File: config.mk
export PLATFORM = sky130hd
export DESIGN_NAME = cpmc_power_mode_control
export DESIGN_NICKNAME = d
export VERILOG_FILES = /design/src/hw/cpmc_pkg.sv /design/src/hw/cpmc_reg_if.sv /design/src/hw/cpmc_axil_slave.sv /design/src/hw/cpmc_power_mode_control.sv
export VERILOG_INCLUDE_DIRS = /design/src /design/src/hw
export SDC_FILE = /design/constraint.sdc
export NUM_CORES = 1
export LEC_CHECK = 0
export BUFFER_PORTS_ARGS = -buffer_cell sky130_fd_sc_hd__buf_2
export CAP_MARGIN = 25
export CORE_UTILIZATION = 61
export CTS_CLUSTER_SIZE = 28
export DETAILED_ROUTE_END_ITERATION = 10
export PLACE_DENSITY = 0.84
export SLEW_MARGIN = 20
export SYNTH_ARGS = -nofsm -noshare
export SYNTH_HDL_FRONTEND = slang
export SYNTH_SLANG_ARGS = --single-unit
File: constraint.sdc
create_clock -name clk -period 5.8 [get_ports clk]
set_clock_uncertainty 0.05 [all_clocks]
set_input_delay 1.16 -clock clk [delete_from_list [all_inputs] [get_ports clk]]
set_output_delay 1.16 -clock clk [all_outputs]
set_load 0.01 [all_outputs]
File: src/hw/cpmc_map.svh
// Register map, field positions, reset values and timing counts of the
// power mode sequencer. Assumes a 50 MHz system clock.
`ifndef CPMC_MAP_SVH
`define CPMC_MAP_SVH

`define CPMC_CLK_MHZ        50
`define CPMC_SEC_CYCLES     (`CPMC_CLK_MHZ * 1000000)
`define CPMC_INACT_S        8'd6
`define CPMC_TOGGLE_MIN_US  1000
`define CPMC_TOGGLE_MIN_CYC (`CPMC_TOGGLE_MIN_US * `CPMC_CLK_MHZ)
`define CPMC_BOOT_CYC       1000
`define CPMC_SHUT_CYC       1000

`define CPMC_OFS_CTRL       8'h00
`define CPMC_OFS_DRX        8'h04
`define CPMC_OFS_PERIODIC   8'h08
`define CPMC_OFS_CMD        8'h0c
`define CPMC_OFS_STATUS     8'h10

`define CPMC_CMD_OFF_BIT    0
`define CPMC_ST_IFACE_BIT   4
`define CPMC_ST_MODON_BIT   5
`define CPMC_ST_SUPOK_BIT   6
`define CPMC_CTRL_RST       6'h00
`define CPMC_TIMER_RST      16'h0000

`define CPMC_RESP_OKAY      2'h0
`define CPMC_RESP_SLVERR    2'h2

`endif

File: src/hw/cpmc_pkg.sv
// Types shared by the power mode sequencer, its assertions and its testbench.
// Assumes the map header supplies all numeric constants.
package cpmc_pkg;

  typedef enum logic [3:0] {
    ST_UNPOWERED,
    ST_OFF,
    ST_BOOT,
    ST_ACTIVE,
    ST_CONNECTED,
    ST_IDLE,
    ST_SAVING,
    ST_DEEP,
    ST_SHUTDOWN
  } cpmc_state_t;

  typedef struct packed {
    logic       edrxSleep;
    logic       operatorAllow;
    logic       savingAlt;
    logic       savingEnable;
    logic [1:0] idleMode;
  } cpmc_cfg_t;

endpackage : cpmc_pkg

File: src/hw/cpmc_reg_if.sv
// Register access bundle between the bus slave and the sequencer core.
// Assumes both ends run on the same clock.
`timescale 1ns/100ps
interface cpmc_reg_if #(parameter int ADDR_W = 8);
  logic              wrEn;
  logic [ADDR_W-1:0] wrAddr;
  logic [31:0]       wrData;
  logic [3:0]        wrStrb;
  logic              wrErr;
  logic [ADDR_W-1:0] rdAddr;
  logic [31:0]       rdData;
  logic              rdErr;

  modport bus  (output wrEn, wrAddr, wrData, wrStrb, rdAddr, input wrErr, rdData, rdErr);
  modport regs (input wrEn, wrAddr, wrData, wrStrb, rdAddr, output wrErr, rdData, rdErr);
endinterface : cpmc_reg_if

File: src/hw/cpmc_axil_slave.sv
// AXI4-Lite slave that turns bus transfers into register strobes.
// Assumes one write and one read under way at a time.
`timescale 1ns/100ps
`include "cpmc_map.svh"
module cpmc_axil_slave #(
  parameter int ADDR_W = 8
) (
  input  wire logic              clk,
  input  wire logic              srst,
  input  wire logic [ADDR_W-1:0] s_axil_awaddr,
  input  wire logic              s_axil_awvalid,
  output      logic              s_axil_awready,
  input  wire logic [31:0]       s_axil_wdata,
  input  wire logic [3:0]        s_axil_wstrb,
  input  wire logic              s_axil_wvalid,
  output      logic              s_axil_wready,
  output      logic [1:0]        s_axil_bresp,
  output      logic              s_axil_bvalid,
  input  wire logic              s_axil_bready,
  input  wire logic [ADDR_W-1:0] s_axil_araddr,
  input  wire logic              s_axil_arvalid,
  output      logic              s_axil_arready,
  output      logic [31:0]       s_axil_rdata,
  output      logic [1:0]        s_axil_rresp,
  output      logic              s_axil_rvalid,
  input  wire logic              s_axil_rready,
  cpmc_reg_if.bus                rif
);
  logic              awHeld_r, awHeld_nxt, wHeld_r, wHeld_nxt;
  logic [ADDR_W-1:0] awAddr_r, awAddr_nxt;
  logic [31:0]       wData_r, wData_nxt, rData_r, rData_nxt;
  logic [3:0]        wStrb_r, wStrb_nxt;
  logic              bValid_r, bValid_nxt, rValid_r, rValid_nxt;
  logic [1:0]        bResp_r, bResp_nxt, rResp_r, rResp_nxt;

  assign s_axil_awready = !awHeld_r && !bValid_r;
  assign s_axil_wready  = !wHeld_r && !bValid_r;
  assign s_axil_arready = !rValid_r;
  assign s_axil_bvalid  = bValid_r;
  assign s_axil_bresp   = bResp_r;
  assign s_axil_rvalid  = rValid_r;
  assign s_axil_rdata   = rData_r;
  assign s_axil_rresp   = rResp_r;
  assign rif.wrEn       = awHeld_r && wHeld_r && !bValid_r;
  assign rif.wrAddr     = awAddr_r;
  assign rif.wrData     = wData_r;
  assign rif.wrStrb     = wStrb_r;
  assign rif.rdAddr     = s_axil_araddr;

  always_comb begin
    awHeld_nxt = awHeld_r;
    awAddr_nxt = awAddr_r;
    wHeld_nxt  = wHeld_r;
    wData_nxt  = wData_r;
    wStrb_nxt  = wStrb_r;
    bValid_nxt = bValid_r;
    bResp_nxt  = bResp_r;
    rValid_nxt = rValid_r;
    rData_nxt  = rData_r;
    rResp_nxt  = rResp_r;
    if (s_axil_awvalid && s_axil_awready) begin
      awHeld_nxt = 1'b1;
      awAddr_nxt = s_axil_awaddr;
    end
    if (s_axil_wvalid && s_axil_wready) begin
      wHeld_nxt = 1'b1;
      wData_nxt = s_axil_wdata;
      wStrb_nxt = s_axil_wstrb;
    end
    if (rif.wrEn) begin
      awHeld_nxt = 1'b0;
      wHeld_nxt  = 1'b0;
      bValid_nxt = 1'b1;
      bResp_nxt  = rif.wrErr ? `CPMC_RESP_SLVERR : `CPMC_RESP_OKAY;
    end else if (bValid_r && s_axil_bready) begin
      bValid_nxt = 1'b0;
    end
    if (s_axil_arvalid && s_axil_arready) begin
      rValid_nxt = 1'b1;
      rData_nxt  = rif.rdData;
      rResp_nxt  = rif.rdErr ? `CPMC_RESP_SLVERR : `CPMC_RESP_OKAY;
    end else if (rValid_r && s_axil_rready) begin
      rValid_nxt = 1'b0;
    end
  end

  always_ff @(posedge clk) begin
    if (srst) begin
      awHeld_r <= 1'b0;
      awAddr_r <= '0;
      wHeld_r  <= 1'b0;
      wData_r  <= 32'h0;
      wStrb_r  <= 4'h0;
      bValid_r <= 1'b0;
      bResp_r  <= `CPMC_RESP_OKAY;
      rValid_r <= 1'b0;
      rData_r  <= 32'h0;
      rResp_r  <= `CPMC_RESP_OKAY;
    end else begin
      awHeld_r <= awHeld_nxt;
      awAddr_r <= awAddr_nxt;
      wHeld_r  <= wHeld_nxt;
      wData_r  <= wData_nxt;
      wStrb_r  <= wStrb_nxt;
      bValid_r <= bValid_nxt;
      bResp_r  <= bResp_nxt;
      rValid_r <= rValid_nxt;
      rData_r  <= rData_nxt;
      rResp_r  <= rResp_nxt;
    end
  end
endmodule : cpmc_axil_slave

File: src/hw/cpmc_power_mode_control.sv
// Operating mode sequencer of a cellular modem with an AXI4-Lite register port.
// Assumes supply comparators, toggle pin and activity flags are synchronous to clk.
//
// Register access over AXI4-Lite and the register offsets were chosen for this implementation.
`timescale 1ns/100ps
`include "cpmc_map.svh"
module cpmc_power_mode_control #(
  parameter int ADDR_W         = 8,
  parameter int SEC_CYCLES     = `CPMC_SEC_CYCLES,
  parameter int TOGGLE_MIN_CYC = `CPMC_TOGGLE_MIN_CYC,
  parameter int BOOT_CYC       = `CPMC_BOOT_CYC,
  parameter int SHUT_CYC       = `CPMC_SHUT_CYC
) (
  input  wire logic               clk,
  input  wire logic               srst,
  input  wire logic [ADDR_W-1:0]  s_axil_awaddr,
  input  wire logic               s_axil_awvalid,
  output      logic               s_axil_awready,
  input  wire logic [31:0]        s_axil_wdata,
  input  wire logic [3:0]         s_axil_wstrb,
  input  wire logic               s_axil_wvalid,
  output      logic               s_axil_wready,
  output      logic [1:0]         s_axil_bresp,
  output      logic               s_axil_bvalid,
  input  wire logic               s_axil_bready,
  input  wire logic [ADDR_W-1:0]  s_axil_araddr,
  input  wire logic               s_axil_arvalid,
  output      logic               s_axil_arready,
  output      logic [31:0]        s_axil_rdata,
  output      logic [1:0]         s_axil_rresp,
  output      logic               s_axil_rvalid,
  input  wire logic               s_axil_rready,
  input  wire logic               supplyPresent,
  input  wire logic               supplyAboveMin,
  input  wire logic               powerToggleN,
  input  wire logic               rfActivity,
  input  wire logic               concurrentActivity,
  input  wire logic               hostTraffic,
  output      cpmc_pkg::cpmc_state_t opState,
  output      logic               interfacesOn,
  output      logic               moduleOn
);
  import cpmc_pkg::*;

  if (ADDR_W < 5 || SEC_CYCLES < 1 || SEC_CYCLES >= 2**26 || TOGGLE_MIN_CYC < 1 ||
      TOGGLE_MIN_CYC >= 2**24 || BOOT_CYC < 1 || BOOT_CYC >= 2**16 ||
      SHUT_CYC < 1 || SHUT_CYC >= 2**16) begin : gBadParam
    $error("cpmc_power_mode_control: parameter out of range");
  end

  // ----------------------------------------------------------------
  // Register access
  // ----------------------------------------------------------------
  cpmc_reg_if #(.ADDR_W(ADDR_W)) rif ();

  cpmc_axil_slave #(.ADDR_W(ADDR_W)) uSlave (
    .clk            (clk),
    .srst           (srst),
    .s_axil_awaddr  (s_axil_awaddr),
    .s_axil_awvalid (s_axil_awvalid),
    .s_axil_awready (s_axil_awready),
    .s_axil_wdata   (s_axil_wdata),
    .s_axil_wstrb   (s_axil_wstrb),
    .s_axil_wvalid  (s_axil_wvalid),
    .s_axil_wready  (s_axil_wready),
    .s_axil_bresp   (s_axil_bresp),
    .s_axil_bvalid  (s_axil_bvalid),
    .s_axil_bready  (s_axil_bready),
    .s_axil_araddr  (s_axil_araddr),
    .s_axil_arvalid (s_axil_arvalid),
    .s_axil_arready (s_axil_arready),
    .s_axil_rdata   (s_axil_rdata),
    .s_axil_rresp   (s_axil_rresp),
    .s_axil_rvalid  (s_axil_rvalid),
    .s_axil_rready  (s_axil_rready),
    .rif            (rif)
  );

  // Word match against a register offset; the two low address bits are ignored.
  function automatic logic hit(input logic [ADDR_W-1:0] addr, input logic [7:0] ofs);
    hit = ({addr[ADDR_W-1:2], 2'b00} == ADDR_W'(ofs));
  endfunction : hit

  function automatic logic mapped(input logic [ADDR_W-1:0] addr);
    mapped = hit(addr, `CPMC_OFS_CTRL) || hit(addr, `CPMC_OFS_DRX) ||
             hit(addr, `CPMC_OFS_PERIODIC) || hit(addr, `CPMC_OFS_CMD) ||
             hit(addr, `CPMC_OFS_STATUS);
  endfunction : mapped

  // Byte-lane merge of a write into a 16-bit register.
  function automatic logic [15:0] merge16(input logic [15:0] old, input logic [31:0] data,
                                          input logic [3:0] strb);
    merge16 = {strb[1] ? data[15:8] : old[15:8], strb[0] ? data[7:0] : old[7:0]};
  endfunction : merge16

  cpmc_cfg_t   cfg_r, cfg_nxt;
  logic [15:0] drxSec_r, drxSec_nxt, periodicSec_r, periodicSec_nxt;
  cpmc_state_t state_r, state_nxt;
  logic        hostOk;
  logic        cmdWr;
  logic        offCmd;
  logic        activity;

  assign hostOk   = (state_r == ST_ACTIVE) || (state_r == ST_CONNECTED) ||
                    (state_r == ST_IDLE);
  assign cmdWr    = rif.wrEn && hostOk && mapped(rif.wrAddr);
  assign offCmd   = cmdWr && hit(rif.wrAddr, `CPMC_OFS_CMD) && rif.wrStrb[0] &&
                    rif.wrData[`CPMC_CMD_OFF_BIT];
  assign activity = cmdWr || (hostTraffic && hostOk);

  assign rif.wrErr = !mapped(rif.wrAddr);
  assign rif.rdErr = !mapped(rif.rdAddr);

  always_comb begin
    rif.rdData = 32'h0;
    if (hit(rif.rdAddr, `CPMC_OFS_CTRL)) begin
      rif.rdData[$bits(cpmc_cfg_t)-1:0] = cfg_r;
    end else if (hit(rif.rdAddr, `CPMC_OFS_DRX)) begin
      rif.rdData[15:0] = drxSec_r;
    end else if (hit(rif.rdAddr, `CPMC_OFS_PERIODIC)) begin
      rif.rdData[15:0] = periodicSec_r;
    end else if (hit(rif.rdAddr, `CPMC_OFS_STATUS)) begin
      rif.rdData[3:0]                = state_r;
      rif.rdData[`CPMC_ST_IFACE_BIT] = interfacesOn;
      rif.rdData[`CPMC_ST_MODON_BIT] = moduleOn;
      rif.rdData[`CPMC_ST_SUPOK_BIT] = supplyAboveMin;
    end
  end

  always_comb begin
    cfg_nxt         = cfg_r;
    drxSec_nxt      = drxSec_r;
    periodicSec_nxt = periodicSec_r;
    if (cmdWr && rif.wrStrb[0] && hit(rif.wrAddr, `CPMC_OFS_CTRL)) begin
      cfg_nxt = cpmc_cfg_t'(rif.wrData[$bits(cpmc_cfg_t)-1:0]);
    end
    if (cmdWr && hit(rif.wrAddr, `CPMC_OFS_DRX)) begin
      drxSec_nxt = merge16(drxSec_r, rif.wrData, rif.wrStrb);
    end
    if (cmdWr && hit(rif.wrAddr, `CPMC_OFS_PERIODIC)) begin
      periodicSec_nxt = merge16(periodicSec_r, rif.wrData, rif.wrStrb);
    end
  end

  always_ff @(posedge clk) begin
    if (srst) begin
      cfg_r         <= cpmc_cfg_t'(`CPMC_CTRL_RST);
      drxSec_r      <= `CPMC_TIMER_RST;
      periodicSec_r <= `CPMC_TIMER_RST;
    end else begin
      cfg_r         <= cfg_nxt;
      drxSec_r      <= drxSec_nxt;
      periodicSec_r <= periodicSec_nxt;
    end
  end

  // ----------------------------------------------------------------
  // Second tick and toggle detection
  // ----------------------------------------------------------------
  logic [25:0] tickCnt_r, tickCnt_nxt;
  logic [23:0] pressCnt_r, pressCnt_nxt;
  logic        secTick;
  logic        toggleEvt;

  assign secTick = (tickCnt_r == 26'(SEC_CYCLES - 1));
  // Held low long enough, then released.
  assign toggleEvt = powerToggleN && (pressCnt_r >= 24'(TOGGLE_MIN_CYC));

  always_comb begin
    tickCnt_nxt  = secTick ? 26'h0 : tickCnt_r + 26'h1;
    pressCnt_nxt = pressCnt_r;
    if (powerToggleN) begin
      pressCnt_nxt = 24'h0;
    end else if (pressCnt_r != 24'hffffff) begin
      pressCnt_nxt = pressCnt_r + 24'h1;
    end
  end

  always_ff @(posedge clk) begin
    if (srst) begin
      tickCnt_r  <= 26'h0;
      pressCnt_r <= 24'h0;
    end else begin
      tickCnt_r  <= tickCnt_nxt;
      pressCnt_r <= pressCnt_nxt;
    end
  end

  // ----------------------------------------------------------------
  // Operating mode sequencer
  // ----------------------------------------------------------------
  logic [15:0] phase_r, phase_nxt, sleep_r, sleep_nxt;
  logic [7:0]  inact_r, inact_nxt;
  logic        iface_r, iface_nxt, modOn_r, modOn_nxt;
  logic        sleepDone, inactDone, savingOk, running;

  assign sleepDone = (sleep_r == 16'h0);
  assign inactDone = (inact_r == `CPMC_INACT_S);
  assign savingOk  = (cfg_r.savingEnable || cfg_r.savingAlt) && cfg_r.operatorAllow;
  assign running   = (state_r != ST_UNPOWERED) && (state_r != ST_OFF) &&
                     (state_r != ST_SHUTDOWN);

  always_comb begin
    state_nxt = state_r;
    phase_nxt = phase_r;
    sleep_nxt = sleep_r;
    inact_nxt = inact_r;
    if (activity) begin
      inact_nxt = 8'h0;
    end else if (secTick && !inactDone) begin
      inact_nxt = inact_r + 8'h1;
    end
    if (secTick && !sleepDone) begin
      sleep_nxt = sleep_r - 16'h1;
    end
    // Undefined requests leave the state alone.
    unique case (state_r)
      ST_UNPOWERED: begin
        if (supplyPresent) state_nxt = ST_OFF;
      end
      ST_OFF: begin
        if (toggleEvt && supplyAboveMin) begin
          state_nxt = ST_BOOT;
          phase_nxt = 16'h0;
        end
      end
      ST_BOOT: begin
        phase_nxt = phase_r + 16'h1;
        if (phase_r == 16'(BOOT_CYC - 1)) begin
          state_nxt = ST_ACTIVE;
          inact_nxt = 8'h0;
        end
      end
      ST_ACTIVE: begin
        if (offCmd || toggleEvt) begin
          state_nxt = ST_SHUTDOWN;
          phase_nxt = 16'h0;
        end else if (rfActivity) begin
          state_nxt = ST_CONNECTED;
        end else if (inactDone && !activity && !concurrentActivity) begin
          if (savingOk) begin
            state_nxt = ST_SAVING;
            sleep_nxt = periodicSec_r;
          end else if (cfg_r.edrxSleep) begin
            state_nxt = ST_DEEP;
            sleep_nxt = drxSec_r;
          end else if (cfg_r.idleMode != 2'h0) begin
            state_nxt = ST_IDLE;
            sleep_nxt = drxSec_r;
          end
        end
      end
      ST_CONNECTED: begin
        if (offCmd || toggleEvt) begin
          state_nxt = ST_SHUTDOWN;
          phase_nxt = 16'h0;
        end else if (!rfActivity) begin
          state_nxt = ST_ACTIVE;
          inact_nxt = 8'h0;
        end
      end
      ST_IDLE: begin
        if (offCmd || toggleEvt) begin
          state_nxt = ST_SHUTDOWN;
          phase_nxt = 16'h0;
        // DRX, concurrency and setting end idle.
        end else if (rfActivity || concurrentActivity || sleepDone ||
                     (activity && cfg_r.idleMode[1])) begin
          state_nxt = ST_ACTIVE;
          inact_nxt = 8'h0;
        end
      end
      ST_SAVING: begin
        if (toggleEvt || sleepDone) begin
          state_nxt = ST_ACTIVE;
          inact_nxt = 8'h0;
        end else if (!concurrentActivity) begin
          state_nxt = ST_DEEP;
        end
      end
      ST_DEEP: begin
        if (toggleEvt || sleepDone) begin
          state_nxt = ST_ACTIVE;
          inact_nxt = 8'h0;
        end
      end
      ST_SHUTDOWN: begin
        phase_nxt = phase_r + 16'h1;
        if (phase_r == 16'(SHUT_CYC - 1)) state_nxt = ST_OFF;
      end
    endcase
    if (running && !supplyAboveMin) begin
      state_nxt = ST_SHUTDOWN;
      phase_nxt = 16'h0;
    end
    if (!supplyPresent) state_nxt = ST_UNPOWERED;
    iface_nxt = (state_nxt == ST_ACTIVE) || (state_nxt == ST_CONNECTED) ||
                (state_nxt == ST_IDLE);
    modOn_nxt = (state_nxt != ST_UNPOWERED) && (state_nxt != ST_OFF);
  end

  always_ff @(posedge clk) begin
    if (srst) begin
      state_r <= ST_UNPOWERED;
      phase_r <= 16'h0;
      sleep_r <= 16'h0;
      inact_r <= 8'h0;
      iface_r <= 1'b0;
      modOn_r <= 1'b0;
    end else begin
      state_r <= state_nxt;
      phase_r <= phase_nxt;
      sleep_r <= sleep_nxt;
      inact_r <= inact_nxt;
      iface_r <= iface_nxt;
      modOn_r <= modOn_nxt;
    end
  end

  assign opState      = state_r;
  assign interfacesOn = iface_r;
  assign moduleOn     = modOn_r;
endmodule : cpmc_power_mode_control

==> metrics.csv <==
metric,value,unit
Inserted Clock Buffers,17,
Hold/Removal Path Class,reg2reg,
share of cells above drive strength 1,11.2,%
Finish-stage setup viols,0,
TritonCTS clock tree,built,
Post-synth ARST share,0,%
Pleak,3.55,nW
Routed Antenna Nets,0,
part of the cycle the worst path needs,64.8,%
max-cap violations,0,
DR DRC count,0,
Mean Syn Cell Area,8.39,sq um
largest net degree at the start of global routing,103,
crit start category,register,
Ant. Diodes,0,
first drt pass iteration count,5,
crit path capture type,register,
Die ar.,14500,sq um
CTS sink count,180,
DP HPWL,13200,um
H-Tree Depth,4,
Switching Share,23.5,%
Initial Utilization,63.7,%
GR Util All Layers,28.2,%
status,completed,
fin nets,1138,
Synth top area share,42.1,%
VDD IR max,0.223,mV
pwr dens,271,nW/um^2
"Clk pin slew, worst setup/hold paths",70,ps
Crit path arrival time,4080,ps
initial antenna violation count,0,
vias in the first global route,6746,
part of the total power dissipated in the clock network,44.8,%
initial drt markers,594,
"Hold-fix buffers, CTS",0,
"FF+latch count, synth",180,
total setup buffers inserted after CTS,0,
Int Pwr,0.00198,W
Area growth syn-to-layout,11.6,%
drt wl/cell,15.6,um
crit-path max FO,30,
minimum clock period,3760,ps
first-pass GRT wire length,32600,um
Die X,120,um
input/output buffers,71,
Max Slew Vio Count,0,
Syn Inst Count,1021,
Setup WS pre-CTS,2090,ps
final setup TNS,0,ps
sequential share of power,49.5,%
WP data required,6120,ps
fmax,266,MHz
sw power,0.000611,W
die height,120,um
logic gate share of total power,5.7,%
register area share after synthesis,42.1,%
Synth area leaders,"dfxtp_1, nor2_1, mux2i_1, nand2_1, xnor2_1",
ys flop type,dfxtp_1,
CTS root buffer,clkbuf_16,
Rel. slew slack,34.0,%
Worst-Margin Slew,990,ps
global route total overflow,0,
CP Class,reg2reg,
Netlist Area Pre-Place,8560,sq um
final core utilization,71.0,%
WL final,19500,um
post-route setup slack,2040,ps
routability cong.,0.886,
Netlist cell types,61,
Power Total,0.00259,W
Vias/cell,5.97,
number of synthesized flops with an enable pin,0,
post_cts resized,0,
vias,7490,
worst hold margin,413,ps
Synth area leader,dfxtp_1,
Cell Rows,42,
CORE AREA,13500,sq um
unrepaired setup endpoints after global routing,false,
Final Hold Viols,0,
maximum clock path buffer count,2,
clk_lat worst skew,440,ps
I/O Pins,112,
synth warn,0,
[worst paths after layout]
| kind | to | slack [ps] | from | depth (start not counted) |
|---|---|---|---|---|
| worst max-delay path | phase_r[13]$_SDFFE_PP0P_ | 2040 | opState[0]$_SDFF_PP0_ | 8 |
| worst min-delay path | uSlave.s_axil_rresp[1]$_SDFFE_PP0P_ | 410 | uSlave.s_axil_rresp[1]$_SDFFE_PP0P_ | 2 |
| worst max register to register | phase_r[13]$_SDFFE_PP0P_ | 2040 | opState[0]$_SDFF_PP0_ | 8 |
| worst min register to register | uSlave.s_axil_rresp[1]$_SDFFE_PP0P_ | 410 | uSlave.s_axil_rresp[1]$_SDFFE_PP0P_ | 2 |
[placed cells by master (no fill, tap or decap), drive strengths merged, types with 28 or more instances in the layout]
| cell | n |
|---|---|
| xor2 | 33 |
| xnor2 | 35 |
| nor2 | 155 |
| a211oi | 32 |
| nand3 | 28 |
| mux2i | 47 |
| buf | 79 |
| a21oi | 49 |
| dfxtp | 180 |
| inv | 28 |
| nand2 | 98 |
| nor3 | 37 |
[flip-flops by register name, indices dropped and copies added (netlist names)]
name	flops
tickCnt_r	26
uSlave.s_axil_rvalid	1
inact_r	8
uSlave.s_axil_rdata	16
opState	4
uSlave.awHeld_r	1
sleep_r	16
drxSec_r	16
uSlave.s_axil_bvalid	1
cfg_r	6
uSlave.rif.wrAddr	6
periodicSec_r	16
uSlave.wHeld_r	1
uSlave.rif.wrData	16
uSlave.rif.wrStrb	2
pressCnt_r	24
uSlave.s_axil_bresp	1
interfacesOn	1
uSlave.s_axil_rresp	1
phase_r	16
moduleOn	1
[layer usage]
| metal | wire [um] | share of wire, % | global-route usage (%) | vias up |
|---|---|---|---|---|
| met5 | 0 | 0 | 0 | - |
| met4 | 213 | 1.1 | 7.72 | 0 |
| met3 | 1380 | 7.0 | 5.24 | 19 |
| met2 | 8860 | 45 | 44.4 | 287 |
| met1 | 9090 | 47 | 39.5 | 3497 |
| li1 | - | - | - | 3687 |
[critical path, cell delays in order, from the launching register on]
cell and delay, ps:
dfxtp_1 770, nand3b_1 240, a21oi_1 470, nand4_1 520
a2111oi_0 640, a211oi_2 60, buf_4 240, or4_1 530
a21oi_1 150
[power by group through the flow]
stage / registers, W / clock network [W] / logic, W
finish: 0.00128 / 0.00116 / 0.000148
global route: 0.00129 / 0.00124 / 0.000165
CTS: 0.00128 / 0.00117 / 0.000147
detailed placement: 0.00131 / 0 / 0.000146
global placement: 0.00131 / 0 / 0.000143
floorplan: 0.00131 / 0 / 0.000104
[cells by family (layout without fill, tap and decap cells)]
| kind of cell | Yosys count | after routing | synth area share, % |
|---|---|---|---|
| flip-flops | 180 | 180 | 42.1 |
| adder cells (fa/ha/maj) | 7 | 7 | 1.02 |
| buffers and inverters | 93 | 134 | 4.89 |
| AND/OR/NAND/NOR | 453 | 453 | 25.7 |
| multiplexers | 47 | 47 | 5.49 |
| other | 1 | 18 | 0.0438 |
| XOR/XNOR | 68 | 68 | 6.95 |
| AO/OA/AOI/OAI | 172 | 172 | 13.8 |
[metrics by stage]
stage | std cells | cell area [sq um]
6_report | 1255 | 9560
5_1_grt | 1255 | 9560
4_1_cts | 1255 | 9550
3_5_place_dp | 1223 | 8950
3_3_place_gp | 1222 | 8940
2_1_floorplan | 1038 | 8630
[cells in the mapped netlist (7+ instances only)]
master    number
dfxtp_1      180
nor2_1       155
nand2_1       98
a21oi_1       48
mux2i_1       47
clkbuf_1      46
nor3_1        37
xnor2_1       35
xor2_1        33
a211oi_1      31
nand3_1       28
inv_1         23
nand4_1       22
o21ai_0       22
and2_1        19
buf_4         18
a221oi_1      16
nor4_1        14
or3_1         14
or4_1         14
nor3b_1       10
and3_1         9
o31ai_1        8
ha_1           7
[area by class of cell]
cell class,count,area (sq um)
Fill cell,1052,3890
Inverter,23,86.3
Multi-Input combinational cell,765,4630
Clock buffer,19,453
Clock inverter,13,148
Tap cell,176,220
Timing Repair Buffer,79,422
Sequential cell,180,3600
(Power assumes the default switching activity.)
